===== config.mk =====
export PLATFORM = sky130hd
export DESIGN_NAME = fpsw_top
export DESIGN_NICKNAME = d
export VERILOG_FILES = /design/src/logic/fpsw_pkg.sv /design/src/logic/fpsw_cycle.sv /design/src/logic/fpsw_top.sv
export SDC_FILE = /design/constraint.sdc
export NUM_CORES = 1
export LEC_CHECK = 0
export ABC_AREA = 1
export ABC_CLOCK_PERIOD_IN_PS = 3400
export BUFFER_PORTS_ARGS = -buffer_cell sky130_fd_sc_hd__buf_2
export CORE_MARGIN = 2
export CORE_UTILIZATION = 45
export CTS_CLUSTER_SIZE = 8
export DETAILED_ROUTE_END_ITERATION = 8
export GPL_TIMING_DRIVEN = 0
export PLACE_DENSITY = 0.69
export SKIP_LAST_GASP = 1
export SYNTH_ARGS = -nofsm -noshare
export SYNTH_HDL_FRONTEND = slang
export SYNTH_HIERARCHICAL = 1
export SYNTH_SLANG_ARGS = --single-unit

===== constraint.sdc =====
create_clock -name clock -period 3.4 [get_ports clock]
set_input_delay 0.17 -clock clock [delete_from_list [all_inputs] [get_ports clock]]
set_output_delay 0.17 -clock clock [all_outputs]
set_load 0.05 [all_outputs]

===== src/logic/fpsw_pkg.sv =====
/*
  Shared constants for the flash status-word polling controller.
  Assumes a 10 MHz system clock and a 16-bit asynchronous NOR flash.
*/
`default_nettype none
package fpsw_pkg;
  // ------------------------------------------------------------------
  // Clock and pin timing
  // ------------------------------------------------------------------
  localparam int CLK_MHZ  = 10;
  localparam int T_ACC_NS = 100;
  localparam int T_WP_NS  = 35;
  localparam int T_PH_NS  = 20;
  localparam int SYNC_CYC = 2;

  // Least times round up and never fall under one cycle.
  function automatic int ns_to_cyc(input int ns);
    int c;
    c = (ns * CLK_MHZ + 999) / 1000;
    return (c < 1) ? 1 : c;
  endfunction

  localparam int ACC_CYC    = ns_to_cyc(T_ACC_NS);
  localparam int RD_LOW_CYC = ACC_CYC + SYNC_CYC;
  localparam int WP_CYC     = ns_to_cyc(T_WP_NS);
  localparam int PH_CYC     = ns_to_cyc(T_PH_NS);
  localparam int CNT_W      = 4;

  // ------------------------------------------------------------------
  // Flash bus and status word layout
  // ------------------------------------------------------------------
  localparam int ADDR_W   = 26;
  localparam int DQ_W     = 16;
  localparam int POL_BIT  = 7;
  localparam int ACT_BIT  = 6;
  localparam int TMO_BIT  = 5;
  localparam int ERS_BIT  = 3;
  localparam int SEC_BIT  = 2;
  localparam int ABT_BIT  = 1;
  localparam logic [15:0] STAT_MASK = 16'h00ee;

  function automatic logic [15:0] status_mask(input logic [15:0] w);
    return w & STAT_MASK;
  endfunction

  // ------------------------------------------------------------------
  // Register map
  // ------------------------------------------------------------------
  localparam logic [7:0] REG_CTRL   = 8'h00;
  localparam logic [7:0] REG_ADDR   = 8'h04;
  localparam logic [7:0] REG_EXPECT = 8'h08;
  localparam logic [7:0] REG_RSTCMD = 8'h0c;
  localparam logic [7:0] REG_STATUS = 8'h10;
  localparam logic [7:0] REG_LAST   = 8'h14;
  localparam logic [7:0] REG_DATA   = 8'h18;

  localparam int CTRL_START  = 0;
  localparam int CTRL_TOGGLE = 1;
  localparam int CTRL_STOP   = 2;
  localparam int CTRL_BUF    = 3;

  localparam int ST_BUSY = 0;
  localparam int ST_DONE = 1;
  localparam int ST_PASS = 2;
  localparam int ST_FAIL = 3;
  localparam int ST_TMO  = 4;
  localparam int ST_ABT  = 5;
  localparam int ST_ERS  = 6;

  localparam logic [3:0]  CTRL_RST   = 4'h0;
  localparam logic [15:0] RSTCMD_RST = 16'h0000;
endpackage
`default_nettype wire


===== src/logic/fpsw_cycle.sv =====
/*
  One asynchronous flash read or write cycle per start pulse.
  Assumes the flash data pins are resolved outside from the enable.
*/
`timescale 1ns/100ps
`default_nettype none
module fpsw_cycle (
  input  wire logic                       clock,
  input  wire logic                       rst_n,
  input  wire logic                       start,
  input  wire logic                       is_write,
  input  wire logic [fpsw_pkg::ADDR_W-1:0] addr,
  input  wire logic [fpsw_pkg::DQ_W-1:0]   wdata,
  output logic                            done,
  output logic      [fpsw_pkg::DQ_W-1:0]   rdata,
  output logic      [fpsw_pkg::ADDR_W-1:0] flash_addr,
  output logic      [fpsw_pkg::DQ_W-1:0]   flash_dq_o,
  output logic                            flash_dq_oe,
  input  wire logic [fpsw_pkg::DQ_W-1:0]   flash_dq_i,
  output logic                            flash_ce_n,
  output logic                            flash_oe_n,
  output logic                            flash_we_n
);
  typedef enum logic [3:0] {
    C_IDLE  = 4'h1,
    C_SETUP = 4'h2,
    C_LOW   = 4'h4,
    C_HIGH  = 4'h8
  } fpsw_cyc_t;

  localparam logic [3:0] RD_LOW = 4'(fpsw_pkg::RD_LOW_CYC);
  localparam logic [3:0] WP     = 4'(fpsw_pkg::WP_CYC);
  localparam logic [3:0] PH     = 4'(fpsw_pkg::PH_CYC);

  fpsw_cyc_t          st_q, st_d;
  logic [3:0]         cnt_q, cnt_d;
  logic               wr_q, wr_d;
  logic [15:0]        rdata_d;
  logic [25:0]        addr_d;
  logic [15:0]        dqo_d;
  logic               oe_d, ce_d, oen_d, wen_d, done_d;
  logic [15:0]        dq_s1_q, dq_s2_q;

  // ------------------------------------------------------------------
  // Pin input synchroniser
  // ------------------------------------------------------------------
  always_ff @(posedge clock) begin
    if (!rst_n) begin
      dq_s1_q <= 16'h0000;
      dq_s2_q <= 16'h0000;
    end else begin
      dq_s1_q <= flash_dq_i;
      dq_s2_q <= dq_s1_q;
    end
  end

  // ------------------------------------------------------------------
  // Cycle sequencer
  // ------------------------------------------------------------------
  // The strobe stays low for the access time plus the two sync stages,
  // so the sampled word is settled; this costs two cycles per read.
  always_comb begin
    st_d    = st_q;
    cnt_d   = cnt_q;
    wr_d    = wr_q;
    rdata_d = rdata;
    addr_d  = flash_addr;
    dqo_d   = flash_dq_o;
    oe_d    = flash_dq_oe;
    ce_d    = flash_ce_n;
    oen_d   = flash_oe_n;
    wen_d   = flash_we_n;
    done_d  = 1'b0;
    case (st_q)
      C_IDLE: begin
        if (start) begin
          addr_d = addr;
          wr_d   = is_write;
          dqo_d  = wdata;
          oe_d   = is_write;
          st_d   = C_SETUP;
        end
      end
      C_SETUP: begin
        ce_d  = 1'b0;
        oen_d = wr_q;
        wen_d = !wr_q;
        cnt_d = wr_q ? WP : RD_LOW;
        st_d  = C_LOW;
      end
      C_LOW: begin
        cnt_d = cnt_q - 4'h1;
        if (cnt_q == 4'h1) begin
          if (!wr_q) begin
            rdata_d = dq_s2_q;
          end
          ce_d  = 1'b1;
          oen_d = 1'b1;
          wen_d = 1'b1;
          cnt_d = PH;
          st_d  = C_HIGH;
        end
      end
      default: begin
        cnt_d = cnt_q - 4'h1;
        if (cnt_q == 4'h1) begin
          oe_d   = 1'b0;
          done_d = 1'b1;
          st_d   = C_IDLE;
        end
      end
    endcase
  end

  always_ff @(posedge clock) begin
    if (!rst_n) begin
      st_q        <= C_IDLE;
      cnt_q       <= 4'h0;
      wr_q        <= 1'b0;
      rdata       <= 16'h0000;
      flash_addr  <= 26'h0000000;
      flash_dq_o  <= 16'h0000;
      flash_dq_oe <= 1'b0;
      flash_ce_n  <= 1'b1;
      flash_oe_n  <= 1'b1;
      flash_we_n  <= 1'b1;
      done        <= 1'b0;
    end else begin
      st_q        <= st_d;
      cnt_q       <= cnt_d;
      wr_q        <= wr_d;
      rdata       <= rdata_d;
      flash_addr  <= addr_d;
      flash_dq_o  <= dqo_d;
      flash_dq_oe <= oe_d;
      flash_ce_n  <= ce_d;
      flash_oe_n  <= oen_d;
      flash_we_n  <= wen_d;
      done        <= done_d;
    end
  end

  a_strobe_excl: assert property (@(posedge clock) disable iff (!rst_n)
    !(!flash_oe_n && !flash_we_n))
    else $error("Output and write strobes low together.");

  a_read_width: assert property (@(posedge clock) disable iff (!rst_n)
    $fell(flash_oe_n) |-> (!flash_oe_n && !flash_ce_n)[*3] ##1 flash_oe_n)
    else $error("Read strobe width is wrong.");

  a_no_contend: assert property (@(posedge clock) disable iff (!rst_n)
    flash_dq_oe |-> flash_oe_n)
    else $error("Data driven while flash output enabled.");
endmodule
`default_nettype wire


===== src/logic/fpsw_top.sv =====
/*
  Host controller that polls the flash status word over the async bus.
  Assumes an APB master on the same 10 MHz clock and one flash device.
*/
// Added by the designer: the placing of the registers and the APB slave port.
`timescale 1ns/100ps
`default_nettype none
// Operation
// - Mask status bits 15-8, 4 and 0.
// - Poll erase status inside the erased sector.
// - Take array data only on a later read.
// - Polarity valid only at the operation address.
// - Recheck polarity even when timeout reads 1.
// - Confirm busy before trusting erase-started bit.
// - Read twice, compare toggle; same means done.
// - Toggling with timeout: recheck, then reset.
// - Resumed polling restarts from first step.
module fpsw_top (
  input  wire logic                       clock,
  input  wire logic                       rst_n,
  input  wire logic                       psel,
  input  wire logic                       penable,
  input  wire logic                       pwrite,
  input  wire logic [7:0]                 paddr,
  input  wire logic [31:0]                pwdata,
  output logic      [31:0]                prdata,
  output logic                            pready,
  output logic                            pslverr,
  output logic      [fpsw_pkg::ADDR_W-1:0] flash_addr,
  output logic      [fpsw_pkg::DQ_W-1:0]   flash_dq_o,
  output logic                            flash_dq_oe,
  input  wire logic [fpsw_pkg::DQ_W-1:0]   flash_dq_i,
  output logic                            flash_ce_n,
  output logic                            flash_oe_n,
  output logic                            flash_we_n
);
  typedef enum logic [5:0] {
    S_IDLE = 6'h01,
    S_R1   = 6'h02,
    S_R2   = 6'h04,
    S_RCHK = 6'h08,
    S_DATA = 6'h10,
    S_RST  = 6'h20
  } fpsw_st_t;

  fpsw_st_t     st_q, st_d;
  logic [3:0]   ctrl_q, ctrl_d;
  logic [25:0]  addr_q, addr_d;
  logic         exp_q, exp_d;
  logic [15:0]  rcmd_q, rcmd_d;
  logic [15:0]  prev_q, prev_d, last_q, last_d, data_q, data_d;
  logic [6:0]   stat_q, stat_d;
  logic         cstart_q, cstart_d, cwr_q, cwr_d;
  logic [31:0]  prdata_d;
  logic         pready_d, pslverr_d;
  logic         cyc_done;
  logic [15:0]  cyc_rdata, cur;
  logic         apb_wr, go, set_done, same;

  fpsw_cycle u_cycle (
    .clock       (clock),
    .rst_n       (rst_n),
    .start       (cstart_q),
    .is_write    (cwr_q),
    .addr        (addr_q),
    .wdata       (rcmd_q),
    .done        (cyc_done),
    .rdata       (cyc_rdata),
    .flash_addr  (flash_addr),
    .flash_dq_o  (flash_dq_o),
    .flash_dq_oe (flash_dq_oe),
    .flash_dq_i  (flash_dq_i),
    .flash_ce_n  (flash_ce_n),
    .flash_oe_n  (flash_oe_n),
    .flash_we_n  (flash_we_n)
  );

  // ------------------------------------------------------------------
  // APB slave
  // ------------------------------------------------------------------
  // One wait state: the answer is registered so every output is a flop.
  assign apb_wr = psel && penable && pwrite && pready;
  assign go     = apb_wr && (paddr == fpsw_pkg::REG_CTRL)
                  && pwdata[fpsw_pkg::CTRL_START] && (st_q == S_IDLE);

  always_comb begin
    pready_d  = psel && penable && !pready;
    pslverr_d = 1'b0;
    prdata_d  = 32'h00000000;
    ctrl_d    = ctrl_q;
    addr_d    = addr_q;
    exp_d     = exp_q;
    rcmd_d    = rcmd_q;
    if (paddr == fpsw_pkg::REG_CTRL) begin
      prdata_d[3:1] = ctrl_q[3:1];
    end else if (paddr == fpsw_pkg::REG_ADDR) begin
      prdata_d[25:0] = addr_q;
    end else if (paddr == fpsw_pkg::REG_EXPECT) begin
      prdata_d[0] = exp_q;
    end else if (paddr == fpsw_pkg::REG_RSTCMD) begin
      prdata_d[15:0] = rcmd_q;
    end else if (paddr == fpsw_pkg::REG_STATUS) begin
      prdata_d[6:0] = stat_q;
    end else if (paddr == fpsw_pkg::REG_LAST) begin
      prdata_d[15:0] = last_q;
    end else if (paddr == fpsw_pkg::REG_DATA) begin
      prdata_d[15:0] = data_q;
    end else begin
      pslverr_d = pready_d;
    end
    if (!pready_d) begin
      prdata_d = 32'h00000000;
    end
    if (apb_wr) begin
      if (paddr == fpsw_pkg::REG_CTRL) begin
        ctrl_d = {pwdata[3:1], 1'b0};
      end else if (paddr == fpsw_pkg::REG_ADDR) begin
        addr_d = pwdata[25:0];
      end else if (paddr == fpsw_pkg::REG_EXPECT) begin
        exp_d = pwdata[0];
      end else if (paddr == fpsw_pkg::REG_RSTCMD) begin
        rcmd_d = pwdata[15:0];
      end
    end
  end

  always_ff @(posedge clock) begin
    if (!rst_n) begin
      pready  <= 1'b0;
      pslverr <= 1'b0;
      prdata  <= 32'h00000000;
      ctrl_q  <= fpsw_pkg::CTRL_RST;
      addr_q  <= 26'h0000000;
      exp_q   <= 1'b0;
      rcmd_q  <= fpsw_pkg::RSTCMD_RST;
    end else begin
      pready  <= pready_d;
      pslverr <= pslverr_d;
      prdata  <= prdata_d;
      ctrl_q  <= ctrl_d;
      addr_q  <= addr_d;
      exp_q   <= exp_d;
      rcmd_q  <= rcmd_d;
    end
  end

  // ------------------------------------------------------------------
  // Polling sequencer
  // ------------------------------------------------------------------
  assign cur  = fpsw_pkg::status_mask(cyc_rdata);
  assign same = ctrl_q[fpsw_pkg::CTRL_TOGGLE]
                ? (cur[fpsw_pkg::ACT_BIT] == prev_q[fpsw_pkg::ACT_BIT])
                : (cur[fpsw_pkg::POL_BIT] == exp_q);

  always_comb begin
    st_d     = st_q;
    prev_d   = prev_q;
    last_d   = last_q;
    data_d   = data_q;
    stat_d   = stat_q;
    cstart_d = 1'b0;
    cwr_d    = 1'b0;
    set_done = 1'b0;
    case (st_q)
      S_IDLE: begin
        if (go) begin
          stat_d   = 7'h01;
          cstart_d = 1'b1;
          // A fresh start begins with the first read pair in toggle mode only; polarity mode goes straight to S_R2.
          st_d     = pwdata[fpsw_pkg::CTRL_TOGGLE] ? S_R1 : S_R2;
        end
      end
      S_R1: begin
        if (cyc_done) begin
          prev_d   = cur;
          last_d   = cur;
          cstart_d = 1'b1;
          st_d     = S_R2;
        end
      end
      S_R2: begin
        if (cyc_done) begin
          prev_d = cur;
          last_d = cur;
          if (ctrl_q[fpsw_pkg::CTRL_STOP]) begin
            stat_d[fpsw_pkg::ST_BUSY] = 1'b0;
            st_d = S_IDLE;
          end else if (same) begin
            cstart_d = 1'b1;
            st_d     = S_DATA;
          end else if (ctrl_q[fpsw_pkg::CTRL_BUF]
                       && cur[fpsw_pkg::ABT_BIT]) begin
            stat_d[fpsw_pkg::ST_ABT]  = 1'b1;
            stat_d[fpsw_pkg::ST_FAIL] = 1'b1;
            stat_d[fpsw_pkg::ST_BUSY] = 1'b0;
            set_done = 1'b1;
            st_d     = S_IDLE;
          end else begin
            // Of two differing toggle reads the first is surely status.
            stat_d[fpsw_pkg::ST_ERS] = ctrl_q[fpsw_pkg::CTRL_TOGGLE]
                ? prev_q[fpsw_pkg::ERS_BIT] : cur[fpsw_pkg::ERS_BIT];
            cstart_d = 1'b1;
            if (cur[fpsw_pkg::TMO_BIT]) begin
              stat_d[fpsw_pkg::ST_TMO] = 1'b1;
              st_d = S_RCHK;
            end
          end
        end
      end
      S_RCHK: begin
        if (cyc_done) begin
          last_d   = cur;
          cstart_d = 1'b1;
          if (same) begin
            st_d = S_DATA;
          end else begin
            cwr_d = 1'b1;
            st_d  = S_RST;
          end
        end
      end
      S_DATA: begin
        if (cyc_done) begin
          data_d = cyc_rdata;
          stat_d[fpsw_pkg::ST_PASS] = 1'b1;
          stat_d[fpsw_pkg::ST_BUSY] = 1'b0;
          set_done = 1'b1;
          st_d     = S_IDLE;
        end
      end
      default: begin
        if (cyc_done) begin
          stat_d[fpsw_pkg::ST_FAIL] = 1'b1;
          stat_d[fpsw_pkg::ST_BUSY] = 1'b0;
          set_done = 1'b1;
          st_d     = S_IDLE;
        end
      end
    endcase
    if (set_done) begin
      stat_d[fpsw_pkg::ST_DONE] = 1'b1;
    end else if (apb_wr && (paddr == fpsw_pkg::REG_STATUS)
                 && pwdata[fpsw_pkg::ST_DONE]) begin
      stat_d[fpsw_pkg::ST_DONE] = 1'b0;
    end
  end

  always_ff @(posedge clock) begin
    if (!rst_n) begin
      st_q     <= S_IDLE;
      prev_q   <= 16'h0000;
      last_q   <= 16'h0000;
      data_q   <= 16'h0000;
      stat_q   <= 7'h00;
      cstart_q <= 1'b0;
      cwr_q    <= 1'b0;
    end else begin
      st_q     <= st_d;
      prev_q   <= prev_d;
      last_q   <= last_d;
      data_q   <= data_d;
      stat_q   <= stat_d;
      cstart_q <= cstart_d;
      cwr_q    <= cwr_d;
    end
  end

  a_apb_wait: assert property (@(posedge clock) disable iff (!rst_n)
    (psel && penable && !pready) |=> pready ##1 !pready)
    else $error("APB answer not after one wait state.");

  a_err_unmapped: assert property (@(posedge clock) disable iff (!rst_n)
    pslverr |-> pready)
    else $error("Error answer without ready.");

  a_mask_last: assert property (@(posedge clock) disable iff (!rst_n)
    (last_q & ~fpsw_pkg::STAT_MASK) == 16'h0000)
    else $error("Unmasked status bits stored.");

  a_data_later: assert property (@(posedge clock) disable iff (!rst_n)
    $rose(stat_q[fpsw_pkg::ST_PASS]) |-> $past(st_q) == S_DATA)
    else $error("Pass without a following array read.");

  a_fail_reset: assert property (@(posedge clock) disable iff (!rst_n)
    (st_q == S_RCHK && cyc_done && !same)
    |=> cstart_q && cwr_q ##1 st_q == S_RST)
    else $error("Reset command not issued after recheck failure.");

  a_recheck_tmo: assert property (@(posedge clock) disable iff (!rst_n)
    (st_q == S_R2 && cyc_done && !same && !ctrl_q[fpsw_pkg::CTRL_STOP]
     && !(ctrl_q[fpsw_pkg::CTRL_BUF] && cur[fpsw_pkg::ABT_BIT])
     && cur[fpsw_pkg::TMO_BIT]) |=> st_q == S_RCHK)
    else $error("Timeout seen without recheck.");

  a_two_reads: assert property (@(posedge clock) disable iff (!rst_n)
    (go && pwdata[fpsw_pkg::CTRL_TOGGLE]) |=> st_q == S_R1)
    else $error("Toggle polling did not start with first read.");

  a_done_sets: assert property (@(posedge clock) disable iff (!rst_n)
    set_done |=> stat_q[fpsw_pkg::ST_DONE] && !stat_q[fpsw_pkg::ST_BUSY])
    else $error("Done flag lost or busy stuck.");
endmodule
`default_nettype wire


==> results.toml <==
[run_status]
violations = "design-rule violations"
status = "finished, violations left"

[min_path]
min_path_type = "input pin to flop"

[die]
top_level_ports = 141
initial_core_util_pct = 46.0
fp-row-count = 49
die_y_um = 140
die_area_sq_um = 19600
core_sq_um = 18100
die_w_um = 140

[critical_path]
path_cells = "dlygate4sd3_1 > buf_2 > nand2_1 > dlygate4sd3_1 > nor3_2 > nand2_2 > inv_2 > nand2_1 > buf_4 > nor2_1"
slowest_stage = "dlygate4sd3_1"
cp_slowest_stage_delay_ps = 560
worstSetupStartpointType = "input pin"
worstSetupPathType = "input pin to flop"
path_max_fanout = 10
required_ps = 3870
endpoint_kind = "flop"
critical_path_arrival_ps = 2490

[timing]
fin_crit_ps = 2020
setup_ws_ps = 1380
finalSetupViolCount = 0
rsz0062_at_grt = "no"
max_freq_mhz = 494
tightest_slew_ps = 618
drv_slew = 0
post-route-period-util_pct = 59.5
fin_skew_ps = 9.48
slew_headroom_pct = 58.8
setup_tns_ps = 0
finalHoldViolations = 0

[clock_network]
ctsResizeCount = 0
cts-root-buf = "clkbuf_16"
cts_tree = "yes"
clock_latency_ps = 550
clock_path_buffers = 3
path_clk_slew_ps = 50
cts-buffers-inserted = 31
ctsHtreeMaxLevel = 1
cts.sinks = 217

[synth]
yosysSeqAreaShare_pct = 52.2
synth_warnings = 6
ys_types = 40
syn_avg_cell_area_sq_um = 7.68
syn-cell-area_sq_um = 8330
ys_seq_elements = 217
synth_cells = 1084

[power_and_ir_drop]
p_per_area_nw_per_um2 = 554
combPwrFrac_pct = 9.8
internal-power_uw = 4410
switchingPower_uw = 1420
power.total_uw = 5830
power_leakage_uw = 0.00461
pwr-share-clk_pct = 45.0
power_frac_seq_pct = 45.2
swShare_pct = 24.4
peakVddDrop_mv = 0.433

[layout]
synthToLayoutAreaGrowth_pct = 26.4
final_layout_size_suffix_gt1_share_pct = 17.5
n_antenna_cell = 0
nFillCells = 1655
finalNetCount = 1357

[global_route]
grt_usage_pct = 21.7
grt_start_max_net_pins = 17
grt_pass1_vias = 7024
antenna_found_initial = 0
grt_pass1_wl_um = 34900
grt-ovfl-total = 0

[detailed_routing]
wl_um = 21700
ant_nets = 0
drc = 16
drt-initial-drc-count = 512
firstDrtPassIters = 8
wl_per_cell_um = 14.2
vias = 7411
vias_per_cell = 4.86

[job]
cap_violations = 0

[placed_design]
dp_hpwl_um = 15600
numPortBuffers = 128
place.gp.congestion = 0.899
place_ws_ps = 1640
==> per-stage QoR <==
step                      instance area, sq um  instances  hold slack [ps]  util, %
after floorplan                           8350       1089              268        -
after global placement                    9270       1446              350     51.3
after detailed placement                  9270       1446              353     51.3
after CTS                                10500       1524             99.8     58.2
after global routing                     10500       1524              106     58.2
final                                    10500       1524              113     58.2
==> worst max-delay path, delay by kind of cell <==
family                 cells  cell delay [ps]
buffers and inverters      5             1540
AND/OR/NAND/NOR            5              780
==> power by group through the flow <==
stage               sequential, uW  clock [uW]  combinational, uW
floorplan                     2680           0                382
global placement              2680           0                526
detailed placement            2680           0                527
CTS                           2630        2670                567
global route                  2640        2770                638
finish                        2630        2620                572
==> flip-flops by register name (all words and copies together), names as in the netlist, 2 cells and up <==
signal,flops
st_q,6
u_cycle/dq_s2_q,16
u_cycle/flash_dq_o,16
prev_q,2
u_cycle/flash_addr,26
u_cycle/st_q,4
u_cycle/cnt_q,4
stat_q,7
prdata,26
u_cycle/dq_s1_q,16
u_cycle/rdata,16
rcmd_q,16
ctrl_q,3
last_q,6
addr_q,26
data_q,16
==> metal layers <==
| layer | vias up | part of all wire (%) | global-route usage [%] |
|---|---|---|---|
| met5 | - | 0 | 0 |
| met2 | 222 | 48 | 38.5 |
| met3 | 36 | 5.7 | 3.49 |
| met1 | 3302 | 44 | 27.5 |
| met4 | 0 | 2.1 | 6.22 |
| li1 | 3851 | - | - |
==> Yosys cell counts (all sizes together) <==
cell,number,share of area [%]
nand2,236,11
dfxtp,217,52
nor2,156,7.9
inv,135,6.1
a21oi,110,6.7
o21ai,86,5.2
nand3,43,2.9
clkbuf,25,1.1
buf,24,2.5
a211oi,17,1.5
o22ai,9,0.68
nand4,8,0.60
nor3,5,0.36
a31oi,2,0.15
clkinv,2,0.11
ha,2,0.30
o211ai,2,0.18
or2,2,0.15
conb,1,0.045
nand3b,1,0.090
xor2,1,0.11
==> final timing paths <==
| path | startpoint | end | slack [ps] | cells after the start |
|---|---|---|---|---|
| worst max-delay path | penable | prdata[16]$_SDFF_PP0_ | 1380 | 10 |
| worst min-delay path | rst_n | pready$_SDFF_PN0_ | 110 | 3 |
| worst max register to register | pready$_SDFF_PN0_ | st_q[3]$_SDFFE_PN0P_ | 1670 | 7 |
| worst min register to register | u_cycle/dq_s1_q[9]$_SDFF_PN0_ | u_cycle/dq_s2_q[9]$_SDFF_PN0_ | 410 | 2 |
==> placed cells by master (no fill, tap or decap), drive strengths merged <==
| cell type | instances |
|---|---|
| a31oi | 2 |
| nand4 | 8 |
| a211oi | 17 |
| a21oi | 110 |
| inv | 136 |
| o211ai | 2 |
| ha | 2 |
| nand3 | 43 |
| nand2 | 236 |
| xor2 | 1 |
| conb | 6 |
| dlygate4sd3 | 44 |
| dfxtp | 217 |
| o21ai | 86 |
| nand3b | 1 |
| or2 | 2 |
| buf | 152 |
| nor2 | 156 |
| nor3 | 5 |
| clkinv | 3 |
| o22ai | 9 |
| clkbuf | 57 |
==> cell type report <==
type                       instances  area (sq um)  share of cell area (%)
tap                              229           287                    2.72
clock inverter                     2          28.8                   0.273
buffer                            49           307                    2.91
multi-input combinational        686          3180                    30.2
inverter                         137           520                    4.95
timing repair buffer             172          1080                    10.3
sequential                       217          4340                    41.3
clock buffer                      32           779                    7.41
==> what timing repair did <==
item,CTS,global route
buffers inserted,0,0
hold endpoints to repair,63,0
hold buffers,44,0
==> cells by family after synthesis <==
family	synth area share (%)
AO/OA/AOI/OAI	14.5
XOR/XNOR	0.105
AND/OR/NAND/NOR	23.0
adder cells (fa/ha/maj)	0.300
buffers and inverters	9.93
flip-flops	52.2
other	0.0450
Note: power is estimated with default switching activity, not from simulation.
